==> config.mk <==
export PLATFORM = sky130hd
export DESIGN_NAME = ras_random_alarm_scheduler
export DESIGN_NICKNAME = d
export VERILOG_FILES = /design/src/ras_pkg.sv /design/src/ras_random_alarm_scheduler.sv
export SDC_FILE = /design/constraint.sdc
export NUM_CORES = 2
export LEC_CHECK = 0
export ABC_AREA = 1
export BUFFER_PORTS_ARGS = -buffer_cell sky130_fd_sc_hd__buf_4
export CAP_MARGIN = 10
export CORE_ASPECT_RATIO = 0.75
export CORE_MARGIN = 2
export CORE_UTILIZATION = 57
export CTS_CLUSTER_SIZE = 30
export DETAILED_ROUTE_END_ITERATION = 6
export PLACE_DENSITY = 0.75
export SLEW_MARGIN = 20
export SYNTH_ARGS = -nofsm -noshare
export SYNTH_HDL_FRONTEND = slang
export SYNTH_SLANG_ARGS = --single-unit
==> constraint.sdc <==
create_clock -name clk -period 16.6 [get_ports clk]
set_clock_uncertainty 0.15 [all_clocks]
set_input_delay 3.32 -clock clk [delete_from_list [all_inputs] [get_ports clk]]
set_output_delay 3.32 -clock clk [all_outputs]
set_load 0.01 [all_outputs]
==> src/ras_pkg.sv <==
// Constants for the random alarm scheduler: register map, field limits,
// reset values and timing figures.
// Assumes a 40 MHz system clock and a 32-bit APB register bus.
package ras_pkg;
   // Register byte offsets
   localparam logic [7:0] OFS_CTRL = 8'h00;      // Command word
   localparam logic [7:0] OFS_PERCENT = 8'h04;   // Random alarm percentage
   localparam logic [7:0] OFS_TONE = 8'h08;      // Random alarm tone
   localparam logic [7:0] OFS_LOUD = 8'h0C;      // Random alarm loudness
   localparam logic [7:0] OFS_VOLMIN = 8'h10;    // Minimum volume floor
   localparam logic [7:0] OFS_STYLE = 8'h14;     // Random display style
   localparam logic [7:0] OFS_SENS = 8'h18;      // Overall sensitivity
   localparam logic [7:0] OFS_FREQ = 8'h1C;      // Operating frequency
   localparam logic [7:0] OFS_FAST = 8'h20;      // Fast object response
   localparam logic [7:0] OFS_SLOW = 8'h24;      // Slow object response
   localparam logic [7:0] OFS_NONALARM = 8'h28;  // Non-alarm pass count
   localparam logic [7:0] OFS_RNDCNT = 8'h2C;    // Random alarm count
   localparam logic [7:0] OFS_GROUP = 8'h30;     // Group position and issued
   localparam logic [7:0] OFS_IRQSTAT = 8'h34;   // Sticky event flags
   localparam logic [7:0] OFS_IRQMASK = 8'h38;   // Event mask
   localparam logic [7:0] OFS_ZONE0 = 8'h40;     // Zone 0, zones follow by 4
   localparam logic [7:0] OFS_ZONE7 = 8'h5C;     // Last zone
   // Field positions
   localparam int CTRL_CLRSTAT = 0;   // Clear statistics command bit
   localparam int IRQ_RND = 0;        // Random alarm fired
   localparam int IRQ_GROUP = 1;      // Group of passes completed
   localparam int IRQ_REJECT = 2;     // Out of range write refused
   localparam int GRP_ISSUED = 8;     // Issued count position in group word
   // Limits and reset values
   localparam logic [6:0] GROUP_SIZE = 7'h64;   // Passes per group
   localparam logic [6:0] PCT_MAX = 7'h64;
   localparam logic [6:0] PCT_RST = 7'h00;
   localparam logic [2:0] TONE_MIN = 3'h1;
   localparam logic [2:0] TONE_MAX = 3'h6;
   localparam logic [2:0] TONE_RST = 3'h5;
   localparam logic [3:0] LOUD_MAX = 4'h8;
   localparam logic [3:0] LOUD_RST = 4'h2;
   localparam logic [3:0] VOLMIN_RST = 4'h2;
   localparam logic [6:0] SENS_MIN = 7'h01;
   localparam logic [6:0] SENS_MAX = 7'h64;
   localparam logic [6:0] SENS_RST = 7'h32;
   localparam logic [7:0] ZONE_RST = 8'h64;
   localparam logic [1:0] FREQ_RST = 2'h0;      // F1, single detector
   localparam logic [1:0] FAST_MIN = 2'h1;
   localparam logic [1:0] FAST_MAX = 2'h3;
   localparam logic [1:0] FAST_RST = 2'h2;
   localparam logic [1:0] SLOW_MIN = 2'h1;
   localparam logic [1:0] SLOW_MAX = 2'h2;
   localparam logic [1:0] SLOW_RST = 2'h2;
   localparam logic [15:0] LFSR_SEED = 16'hACE1;
   // Timing
   localparam int CLK_KHZ = 40000;          // 40 MHz
   localparam int ALARM_MS = 1000;          // Random alarm indication time
   localparam int FLASH_MS = 125;           // Red lamp half period
   localparam int ALARM_CYCLES = ALARM_MS * CLK_KHZ;
   localparam int FLASH_CYCLES = FLASH_MS * CLK_KHZ;
   // Display styles
   typedef enum logic [0:0] {
      STYLE_NORMAL = 1'b0,
      STYLE_PATTERN = 1'b1
   } ras_style_e;
endpackage : ras_pkg

==> src/ras_random_alarm_scheduler.sv <==
// Top of the random alarm scheduler with its APB register file.
// Assumes pass events come from front end logic on the same clock.
//
// The register offsets and the APB interface to the registers were decided locally.
`timescale 1ns/100ps
module ras_random_alarm_scheduler #(
   parameter int ALARM_CYCLES = ras_pkg::ALARM_CYCLES, // Indication length
   parameter int FLASH_CYCLES = ras_pkg::FLASH_CYCLES  // Lamp half period
) (
   input wire logic clk,                 // System clock
   input wire logic sys_rst,             // Asynchronous reset
   input wire logic psel,                // APB select
   input wire logic penable,             // APB access phase
   input wire logic pwrite,              // APB direction
   input wire logic [7:0] paddr,         // APB byte address
   input wire logic [31:0] pwdata,       // APB write data
   output logic pready,                  // APB ready
   output logic [31:0] prdata,           // APB read data
   output logic pslverr,                 // APB error, unmapped address
   input wire logic passDone,            // Pulse: one person passed
   input wire logic naturalAlarm,        // Pass raised a metal alarm
   input wire logic networkPassCountClear, // Pulse: network clear
   output logic randomAlarmPulse,        // Pulse: random alarm chosen
   output logic redLamp,                 // Flashing red indicator
   output logic [7:0] zoneLamps,         // Zone indicators
   output logic displayNormalAlarm,      // Show as a natural alarm
   output logic displayPattern,          // Show full pattern bar
   output logic sounderOn,               // Audible output active
   output logic [2:0] sounderTone,       // Tone while sounding
   output logic [3:0] sounderLoudness,   // Loudness while sounding
   output logic [6:0] overallSens,       // Overall sensitivity
   output logic [63:0] zoneSens,         // Effective zone sensitivities
   output logic [1:0] operatingFrequencySelect, // 0 is F1
   output logic [1:0] fastObjectResponse, // Fast speed response
   output logic [1:0] slowObjectResponse, // Slow speed response
   output logic irq                      // Level interrupt
);

   // Module state, apart from the output flops
   typedef struct packed {
      logic ready;            // Access phase answer
      logic [31:0] rdata;     // Read data
      logic slverr;           // Error answer
      logic [6:0] pct;        // Random alarm percentage
      logic [2:0] tone;       // Random alarm tone
      logic [3:0] loud;       // Random alarm loudness
      logic [3:0] volMin;     // Loudness floor
      logic style;            // Random display style
      logic [6:0] sens;       // Overall sensitivity
      logic [7:0][7:0] zonePct; // Zone percentages
      logic [7:0][7:0] zoneEff; // Scaled zone sensitivities
      logic [1:0] freq;       // Operating frequency
      logic [1:0] fast;       // Fast response
      logic [1:0] slow;       // Slow response
      logic [6:0] groupPos;   // Passes counted in group
      logic [6:0] issued;     // Random alarms in group
      logic [15:0] nonAlarmCnt; // Non-alarm passes
      logic [15:0] rndCnt;    // Random alarms generated
      logic [15:0] lfsr;      // Pseudo random source
      logic [25:0] alarmCnt;  // Indication time left
      logic [25:0] flashCnt;  // Lamp toggle timer
      logic red;              // Red lamp
      logic pulse;            // Random alarm pulse
      logic [2:0] irqStat;    // Sticky events
      logic [2:0] irqMask;    // Event enables
      logic irqOut;           // Interrupt line
   } ras_state_s;

   ras_state_s state_q;
   ras_state_s state_d;

   // Zone scaling: overall times percentage over hundred
   function automatic logic [7:0] ras_scale(input logic [6:0] s, input logic [7:0] p);
      logic [14:0] prod;
      prod = 15'(s) * 15'(p);
      return 8'(prod / 15'd100);
   endfunction : ras_scale

   // Byte address to zone index
   function automatic logic [2:0] ras_zone(input logic [7:0] a);
      return a[4:2];
   endfunction : ras_zone

   logic setup;              // Access phase, not yet answered
   logic commit;             // Access phase completes at this edge
   logic wr;                 // Write completes
   logic mapped;             // Address belongs to a register
   logic isZone;             // Address is a zone register
   logic goodPass;           // Pass without natural alarm
   logic [6:0] remain;       // Passes left in group
   logic [6:0] need;         // Random alarms still owed
   logic [13:0] draw;        // Scaled random draw
   logic fire;               // Random alarm for this pass
   logic groupEnd;           // Last pass of group
   logic groupClr;           // Group counter clear
   logic statClr;            // Statistics clear
   logic reject;             // Write value refused
   logic [31:0] rd;          // Read mux
   logic [2:0] ev;           // Events this cycle
   logic [3:0] effLoud;      // Floored loudness

   // Next state: bus, settings, scheduler, indication
   always_comb begin
      state_d = state_q;
      setup = psel && penable && !state_q.ready;
      commit = psel && penable && state_q.ready;
      wr = commit && pwrite;
      isZone = (paddr >= ras_pkg::OFS_ZONE0) && (paddr <= ras_pkg::OFS_ZONE7) &&
         (paddr[1:0] == 2'b00);
      mapped = isZone || (paddr[1:0] == 2'b00 && paddr <= ras_pkg::OFS_IRQMASK);
      reject = 1'b0;
      statClr = 1'b0;
      rd = 32'h0000_0000;
      ev = 3'b000;
      state_d.lfsr = {state_q.lfsr[14:0],
         state_q.lfsr[15] ^ state_q.lfsr[13] ^ state_q.lfsr[12] ^ state_q.lfsr[10]};

      // Read mux, address decode
      if (paddr == ras_pkg::OFS_PERCENT) begin
         rd = 32'(state_q.pct);
      end else if (paddr == ras_pkg::OFS_TONE) begin
         rd = 32'(state_q.tone);
      end else if (paddr == ras_pkg::OFS_LOUD) begin
         rd = 32'(state_q.loud);
      end else if (paddr == ras_pkg::OFS_VOLMIN) begin
         rd = 32'(state_q.volMin);
      end else if (paddr == ras_pkg::OFS_STYLE) begin
         rd = 32'(state_q.style);
      end else if (paddr == ras_pkg::OFS_SENS) begin
         rd = 32'(state_q.sens);
      end else if (paddr == ras_pkg::OFS_FREQ) begin
         rd = 32'(state_q.freq);
      end else if (paddr == ras_pkg::OFS_FAST) begin
         rd = 32'(state_q.fast);
      end else if (paddr == ras_pkg::OFS_SLOW) begin
         rd = 32'(state_q.slow);
      end else if (paddr == ras_pkg::OFS_NONALARM) begin
         rd = 32'(state_q.nonAlarmCnt);
      end else if (paddr == ras_pkg::OFS_RNDCNT) begin
         rd = 32'(state_q.rndCnt);
      end else if (paddr == ras_pkg::OFS_GROUP) begin
         rd = 32'(state_q.groupPos) | (32'(state_q.issued) << ras_pkg::GRP_ISSUED);
      end else if (paddr == ras_pkg::OFS_IRQSTAT) begin
         rd = 32'(state_q.irqStat);
      end else if (paddr == ras_pkg::OFS_IRQMASK) begin
         rd = 32'(state_q.irqMask);
      end else if (isZone) begin
         rd = 32'(state_q.zonePct[ras_zone(paddr)]);
      end else begin
         rd = 32'h0000_0000;   // Command word and holes read zero
      end

      // One wait state; data and error are registered at the same edge as ready
      state_d.ready = setup;
      if (setup) begin
         state_d.rdata = pwrite ? 32'h0000_0000 : rd;
         state_d.slverr = !mapped;
      end else begin
         state_d.rdata = 32'h0000_0000;
         state_d.slverr = 1'b0;
      end

      // Register writes; each setting except the event mask keeps its old value if out of range
      groupClr = networkPassCountClear;
      if (wr && mapped) begin
         if (paddr == ras_pkg::OFS_CTRL) begin
            statClr = pwdata[ras_pkg::CTRL_CLRSTAT];
         end else if (paddr == ras_pkg::OFS_PERCENT) begin
            if (pwdata <= 32'(ras_pkg::PCT_MAX)) begin
               state_d.pct = pwdata[6:0];
               groupClr = 1'b1;
            end else begin
               reject = 1'b1;
            end
         end else if (paddr == ras_pkg::OFS_TONE) begin
            if (pwdata >= 32'(ras_pkg::TONE_MIN) && pwdata <= 32'(ras_pkg::TONE_MAX)) begin
               state_d.tone = pwdata[2:0];
            end else begin
               reject = 1'b1;
            end
         end else if (paddr == ras_pkg::OFS_LOUD) begin
            if (pwdata <= 32'(ras_pkg::LOUD_MAX)) begin
               state_d.loud = pwdata[3:0];
            end else begin
               reject = 1'b1;
            end
         end else if (paddr == ras_pkg::OFS_VOLMIN) begin
            if (pwdata <= 32'(ras_pkg::LOUD_MAX)) begin
               state_d.volMin = pwdata[3:0];
            end else begin
               reject = 1'b1;
            end
         end else if (paddr == ras_pkg::OFS_STYLE) begin
            if (pwdata <= 32'h0000_0001) begin
               state_d.style = pwdata[0];
            end else begin
               reject = 1'b1;
            end
         end else if (paddr == ras_pkg::OFS_SENS) begin
            if (pwdata >= 32'(ras_pkg::SENS_MIN) && pwdata <= 32'(ras_pkg::SENS_MAX)) begin
               state_d.sens = pwdata[6:0];
            end else begin
               reject = 1'b1;
            end
         end else if (paddr == ras_pkg::OFS_FREQ) begin
            if (pwdata <= 32'h0000_0003) begin
               state_d.freq = pwdata[1:0];
            end else begin
               reject = 1'b1;
            end
         end else if (paddr == ras_pkg::OFS_FAST) begin
            if (pwdata >= 32'(ras_pkg::FAST_MIN) && pwdata <= 32'(ras_pkg::FAST_MAX)) begin
               state_d.fast = pwdata[1:0];
            end else begin
               reject = 1'b1;
            end
         end else if (paddr == ras_pkg::OFS_SLOW) begin
            if (pwdata >= 32'(ras_pkg::SLOW_MIN) && pwdata <= 32'(ras_pkg::SLOW_MAX)) begin
               state_d.slow = pwdata[1:0];
            end else begin
               reject = 1'b1;
            end
         end else if (paddr == ras_pkg::OFS_IRQMASK) begin
            state_d.irqMask = pwdata[2:0];
         end else if (isZone) begin
            // Only the zone scale changes; overall value is not touched
            if (pwdata <= 32'h0000_00FF) begin
               state_d.zonePct[ras_zone(paddr)] = pwdata[7:0];
            end else begin
               reject = 1'b1;
            end
         end else begin
            reject = 1'b0;   // Counters and group word are read only
         end
      end

      // Effective zone sensitivity tracks the stored settings
      for (int z = 0; z < 8; z++) begin
         state_d.zoneEff[z] = ras_scale(state_q.sens, state_q.zonePct[z]);
      end

      // Scheduler: chance of firing is owed alarms over passes left,
      // forced once they are equal, so the group ends exactly on count
      goodPass = passDone && !naturalAlarm;
      remain = ras_pkg::GROUP_SIZE - state_q.groupPos;
      need = state_q.pct - state_q.issued;
      draw = 14'(state_q.lfsr[6:0]) * 14'(remain);
      fire = goodPass && (need != 7'h00) &&
         ((need >= remain) || (draw < {need, 7'h00}));
      groupEnd = goodPass && (state_q.groupPos == ras_pkg::GROUP_SIZE - 7'h01);
      state_d.pulse = fire;
      if (goodPass) begin
         state_d.nonAlarmCnt = state_q.nonAlarmCnt + 16'h0001;
         if (groupEnd) begin
            state_d.groupPos = 7'h00;
            state_d.issued = 7'h00;
         end else begin
            state_d.groupPos = state_q.groupPos + 7'h01;
            state_d.issued = state_q.issued + 7'(fire);
         end
      end
      if (fire) begin
         state_d.rndCnt = state_q.rndCnt + 16'h0001;
      end
      // Clears win over a pass in the same cycle
      if (statClr) begin
         state_d.nonAlarmCnt = 16'h0000;
         state_d.rndCnt = 16'h0000;
      end
      if (groupClr || statClr) begin
         state_d.groupPos = 7'h00;
         state_d.issued = 7'h00;
      end

      // Indication timer and red lamp flashing; a new alarm restarts it
      if (fire) begin
         state_d.alarmCnt = 26'(ALARM_CYCLES);
         state_d.flashCnt = 26'(FLASH_CYCLES);
         state_d.red = 1'b1;
      end else if (state_q.alarmCnt != 26'h0) begin
         state_d.alarmCnt = state_q.alarmCnt - 26'h1;
         if (state_q.flashCnt == 26'h0) begin
            state_d.flashCnt = 26'(FLASH_CYCLES);
            state_d.red = !state_q.red;
         end else begin
            state_d.flashCnt = state_q.flashCnt - 26'h1;
         end
         if (state_q.alarmCnt == 26'h1) begin
            state_d.red = 1'b0;
         end
      end else begin
         state_d.red = 1'b0;
      end

      // Interrupt flags: set wins over a write-one clear
      ev[ras_pkg::IRQ_RND] = fire;
      ev[ras_pkg::IRQ_GROUP] = groupEnd;
      ev[ras_pkg::IRQ_REJECT] = reject;
      if (wr && paddr == ras_pkg::OFS_IRQSTAT) begin
         state_d.irqStat = state_q.irqStat & ~pwdata[2:0];
      end
      state_d.irqStat = state_d.irqStat | ev;
      state_d.irqOut = |(state_d.irqStat & state_d.irqMask);

      effLoud = (state_q.loud < state_q.volMin) ? state_q.volMin : state_q.loud;
   end

   // State register
   always_ff @(posedge clk or posedge sys_rst) begin
      if (sys_rst) begin
         state_q <= '0;
         state_q.pct <= ras_pkg::PCT_RST;
         state_q.tone <= ras_pkg::TONE_RST;
         state_q.loud <= ras_pkg::LOUD_RST;
         state_q.volMin <= ras_pkg::VOLMIN_RST;
         state_q.style <= ras_pkg::STYLE_NORMAL;
         state_q.sens <= ras_pkg::SENS_RST;
         state_q.zonePct <= {8{ras_pkg::ZONE_RST}};
         state_q.zoneEff <= {8{{1'b0, ras_pkg::SENS_RST}}}; // Overall at 100 percent
         state_q.freq <= ras_pkg::FREQ_RST;
         state_q.fast <= ras_pkg::FAST_RST;
         state_q.slow <= ras_pkg::SLOW_RST;
         state_q.lfsr <= ras_pkg::LFSR_SEED;
      end else begin
         state_q <= state_d;
      end
   end

   // Outputs: indication flops, registered so every port is a flip-flop
   logic active_q;
   logic [3:0] loud_q;
   logic dispNormal_q;       // Display as natural alarm
   logic dispPattern_q;      // Display full pattern bar
   always_ff @(posedge clk or posedge sys_rst) begin
      if (sys_rst) begin
         active_q <= 1'b0;
         loud_q <= ras_pkg::LOUD_RST;
         dispNormal_q <= 1'b0;
         dispPattern_q <= 1'b0;
      end else begin
         active_q <= state_d.alarmCnt != 26'h0;
         loud_q <= effLoud;
         dispNormal_q <= (state_d.alarmCnt != 26'h0) && !state_d.style;
         dispPattern_q <= (state_d.alarmCnt != 26'h0) && state_d.style;
      end
   end

   assign pready = state_q.ready;
   assign prdata = state_q.rdata;
   assign pslverr = state_q.slverr;
   assign randomAlarmPulse = state_q.pulse;
   assign redLamp = state_q.red;
   assign zoneLamps = {8{active_q}};
   assign displayNormalAlarm = dispNormal_q;
   assign displayPattern = dispPattern_q;
   assign sounderOn = active_q;
   assign sounderTone = state_q.tone;
   assign sounderLoudness = loud_q;
   assign overallSens = state_q.sens;
   assign zoneSens = state_q.zoneEff;
   assign operatingFrequencySelect = state_q.freq;
   assign fastObjectResponse = state_q.fast;
   assign slowObjectResponse = state_q.slow;
   assign irq = state_q.irqOut;
endmodule : ras_random_alarm_scheduler

==> reports/results.ini <==
[layout]
final_layout_size_suffix_gt1_share_pct=10.4
nets=6653
area_growth_pct=5.93
final_area_um2=43300
final_util_pct=60.7
fill_cells=6528

[sta]
fin_tns_setup_ns=0
drv_slew=0
worst_pin_slew_ns=0.980
max_freq_ghz=0.106
hold_viol_final=0
holdWs_ns=0.202
period_needed_ns=9.47
setup_viol_count_final=0
slew_headroom_pct=34.4
worst_slack_ns=7.13
timing.final.crit_share_pct=57.0
grt_setup_unrepaired=no

[worst_setup_path]
worst-setup-path-type=reg2reg
crit_top_cell=nor2_1
path_max_fanout=24
worstPathRequired_ns=16.87
reg2reg_to=state_q[28]
critPathArrivalTime_ns=9.74
critPathMaxStageDelay_ns=0.66
crit_path_end_kind=flip-flop
cp-start-kind=flip-flop
slowest_stage=a21oi_1
reg2reg_depth=41
reg2reg_slack_ns=7.13
r2r-start=state_q[116]

[grt]
grt-busiest-layer=met2
groute.layer.met3.usage_pct=3.53
gr-total-overflow=0
first_global_vias=34878
grt_start_max_net_pins=142
met1_usage_pct=37.8
grt_antenna_before_repair=2
grt_util_all_layers_pct=26.6
grt_use_met2_pct=42.7
grt_pass1_wl_um=167000

[cts]
holdBufCountCts=0
clock-sinks=308
cts-buffers-inserted=37
cts_root_buffer=clkbuf_16
post-cts-setup-buffers=0
cts_resized=0
insertion_delay_ns=0.60
cts_buffer_depth=3
clk_pin_slew_ns=0.06
cts_tree=yes
htree_levels=2

[hold_path]
worst_hold_path_type=reg2reg
hold_path.startpoint=state_d[70]
hold_end=state_d[71]
hold_path_depth=0

[routing]
drtPass1Iterations=6
finalWirelength_um=96900
detail-route-antenna-nets=0
wl_per_cell_um=13.8
drc=0
vias=36629
via_per_inst=5.22
initialDrtViolationCount=2785

[synthesis]
synth_top_area_cell=nand2_1
synth-edff-count=0
synthFlopType=dfrtp_1
yosysMostFrequentCell=nand2_1
synth_fa_ha_area_share_pct=22.5
ys_seq_area_share_pct=19.0
synth_cells=6065
syn_area_um2=40900
synth_top_area_share_pct=14.9
ys_async_sr_fraction_pct=100
synth-simple-area-share_pct=31.7
synth-seq-cells=308
synth_xor_area_share_pct=3.34
synth_warnings=0
postSynthAreaPerCell_um2=6.75
synth_top_family_by_area=simple AND/OR/NAND/NOR gates
synthMuxAreaShare_pct=0
synth_top_cells_by_area=nand2_1, dfrtp_1, fa_1
synth_compound_area_share_pct=8.20
yosysUniqueCellTypes=70
synth_commonest_cells=nand2_1, inv_1, nand3_1

[placement]
numPortBuffers=163
dpl_cell_area_um2=42000
detailedPlace.worstSlack_ns=7.21
place_congestion=0.913
dp_hpwl_um=75200

[floorplan]
die-area_um2=74000
die_x_um=313
start_util_pct=57.3
coreArea_um2=71400
boundaryPins=180
rows=85
die_y_um=236

[pwr]
p_leak_nw=26.5
p_per_area_nw_per_um2=44.7
ir_drop_v=0.0000729

[run]
max-cap-violations=0

[status]
status=complete, no violations

-- stage by stage --
stage / cells / power (mW)
2_1_floorplan: 6080 / 0.992
3_5_place_dp: 6942 / 1.06
4_1_cts: 7009 / 1.95
6_report: 7011 / 1.94
3_3_place_gp: 6942 / 1.05
5_1_grt: 7011 / 2.02
-- logic make-up after synthesis --
family,Yosys count
fa+ha+maj,581
simple gates,2902
buf+inv,1534
other cells,1
flops,308
xor+xnor,150
compound gates,589
-- metal layers --
layer	vias up	wire, um
met5	-	0
met4	0	2420
met3	148	5410
met2	943	42900
met1	16920	46200
li1	18618	-
-- how the worst max path moves through the flow --
| stage | start | to | slack (ns) | depth (start not counted) |
|---|---|---|---|---|
| finish | state_q[116] | state_q[28] | 7.13 | 41 |
| global route | state_q[116] | state_q[28] | 6.14 | 41 |
| global placement | state_q[116] | state_q[28] | 7.37 | 41 |
| detailed placement | state_q[116] | state_q[28] | 7.21 | 41 |
| floorplan | sys_rst | asynchronous set/reset pin | 4.72 | 1 |
| CTS | state_q[116] | state_q[28] | 7.13 | 41 |
-- area by class of cell --
cell class	instances	area, um2	share of cell area (%)
multi-input combinational	4238	27000	62.2
sequential	308	7790	18.0
inverter	1261	4740	10.9
timing repair buffer	178	1350	3.11
tap	957	1200	2.76
clock buffer	45	996	2.30
clock inverter	22	295	0.681
antenna	2	5.00	0.0115
-- worst max-delay path: cells and delay by family, from the launching register on --
kind                     cells  cell delay (ns)
XOR/XNOR                     1             0.15
AND/OR/NAND/NOR             19             2.57
buffers and inverters        8             1.72
flip-flops                   1             0.58
adder cells (fa/ha/maj)      7             2.85
AO/OA/AOI/OAI                6             1.26
-- where the power goes --
group          internal [mW]  leakage [nW]  total, mW  switching, mW
logic                 0.0721          22.1      0.219          0.147
clock network          0.515         0.625      0.886          0.371
registers              0.793          3.83      0.834         0.0408
-- cell usage in the layout, fill, tap and decap left out, drive strengths merged, types with 7 or more instances in the layout --
master and n:
nand2 1804, inv 1261, nor2 427, nand3 422
ha 325, o21ai 277, fa 256, dfrtp 242
buf 178, a21oi 158, nand4 132, xor2 109
dfstp 66, nor3 65, o22ai 45, clkbuf 45
xnor2 41, nand3b 20, conb 16, nor4 15
o211ai 15, a31oi 14, clkinv 13, o21bai 12
a21o 11, o31ai 7, or2 7, a221oi 7
a211oi 7
Power figures use the tool's default switching activity.
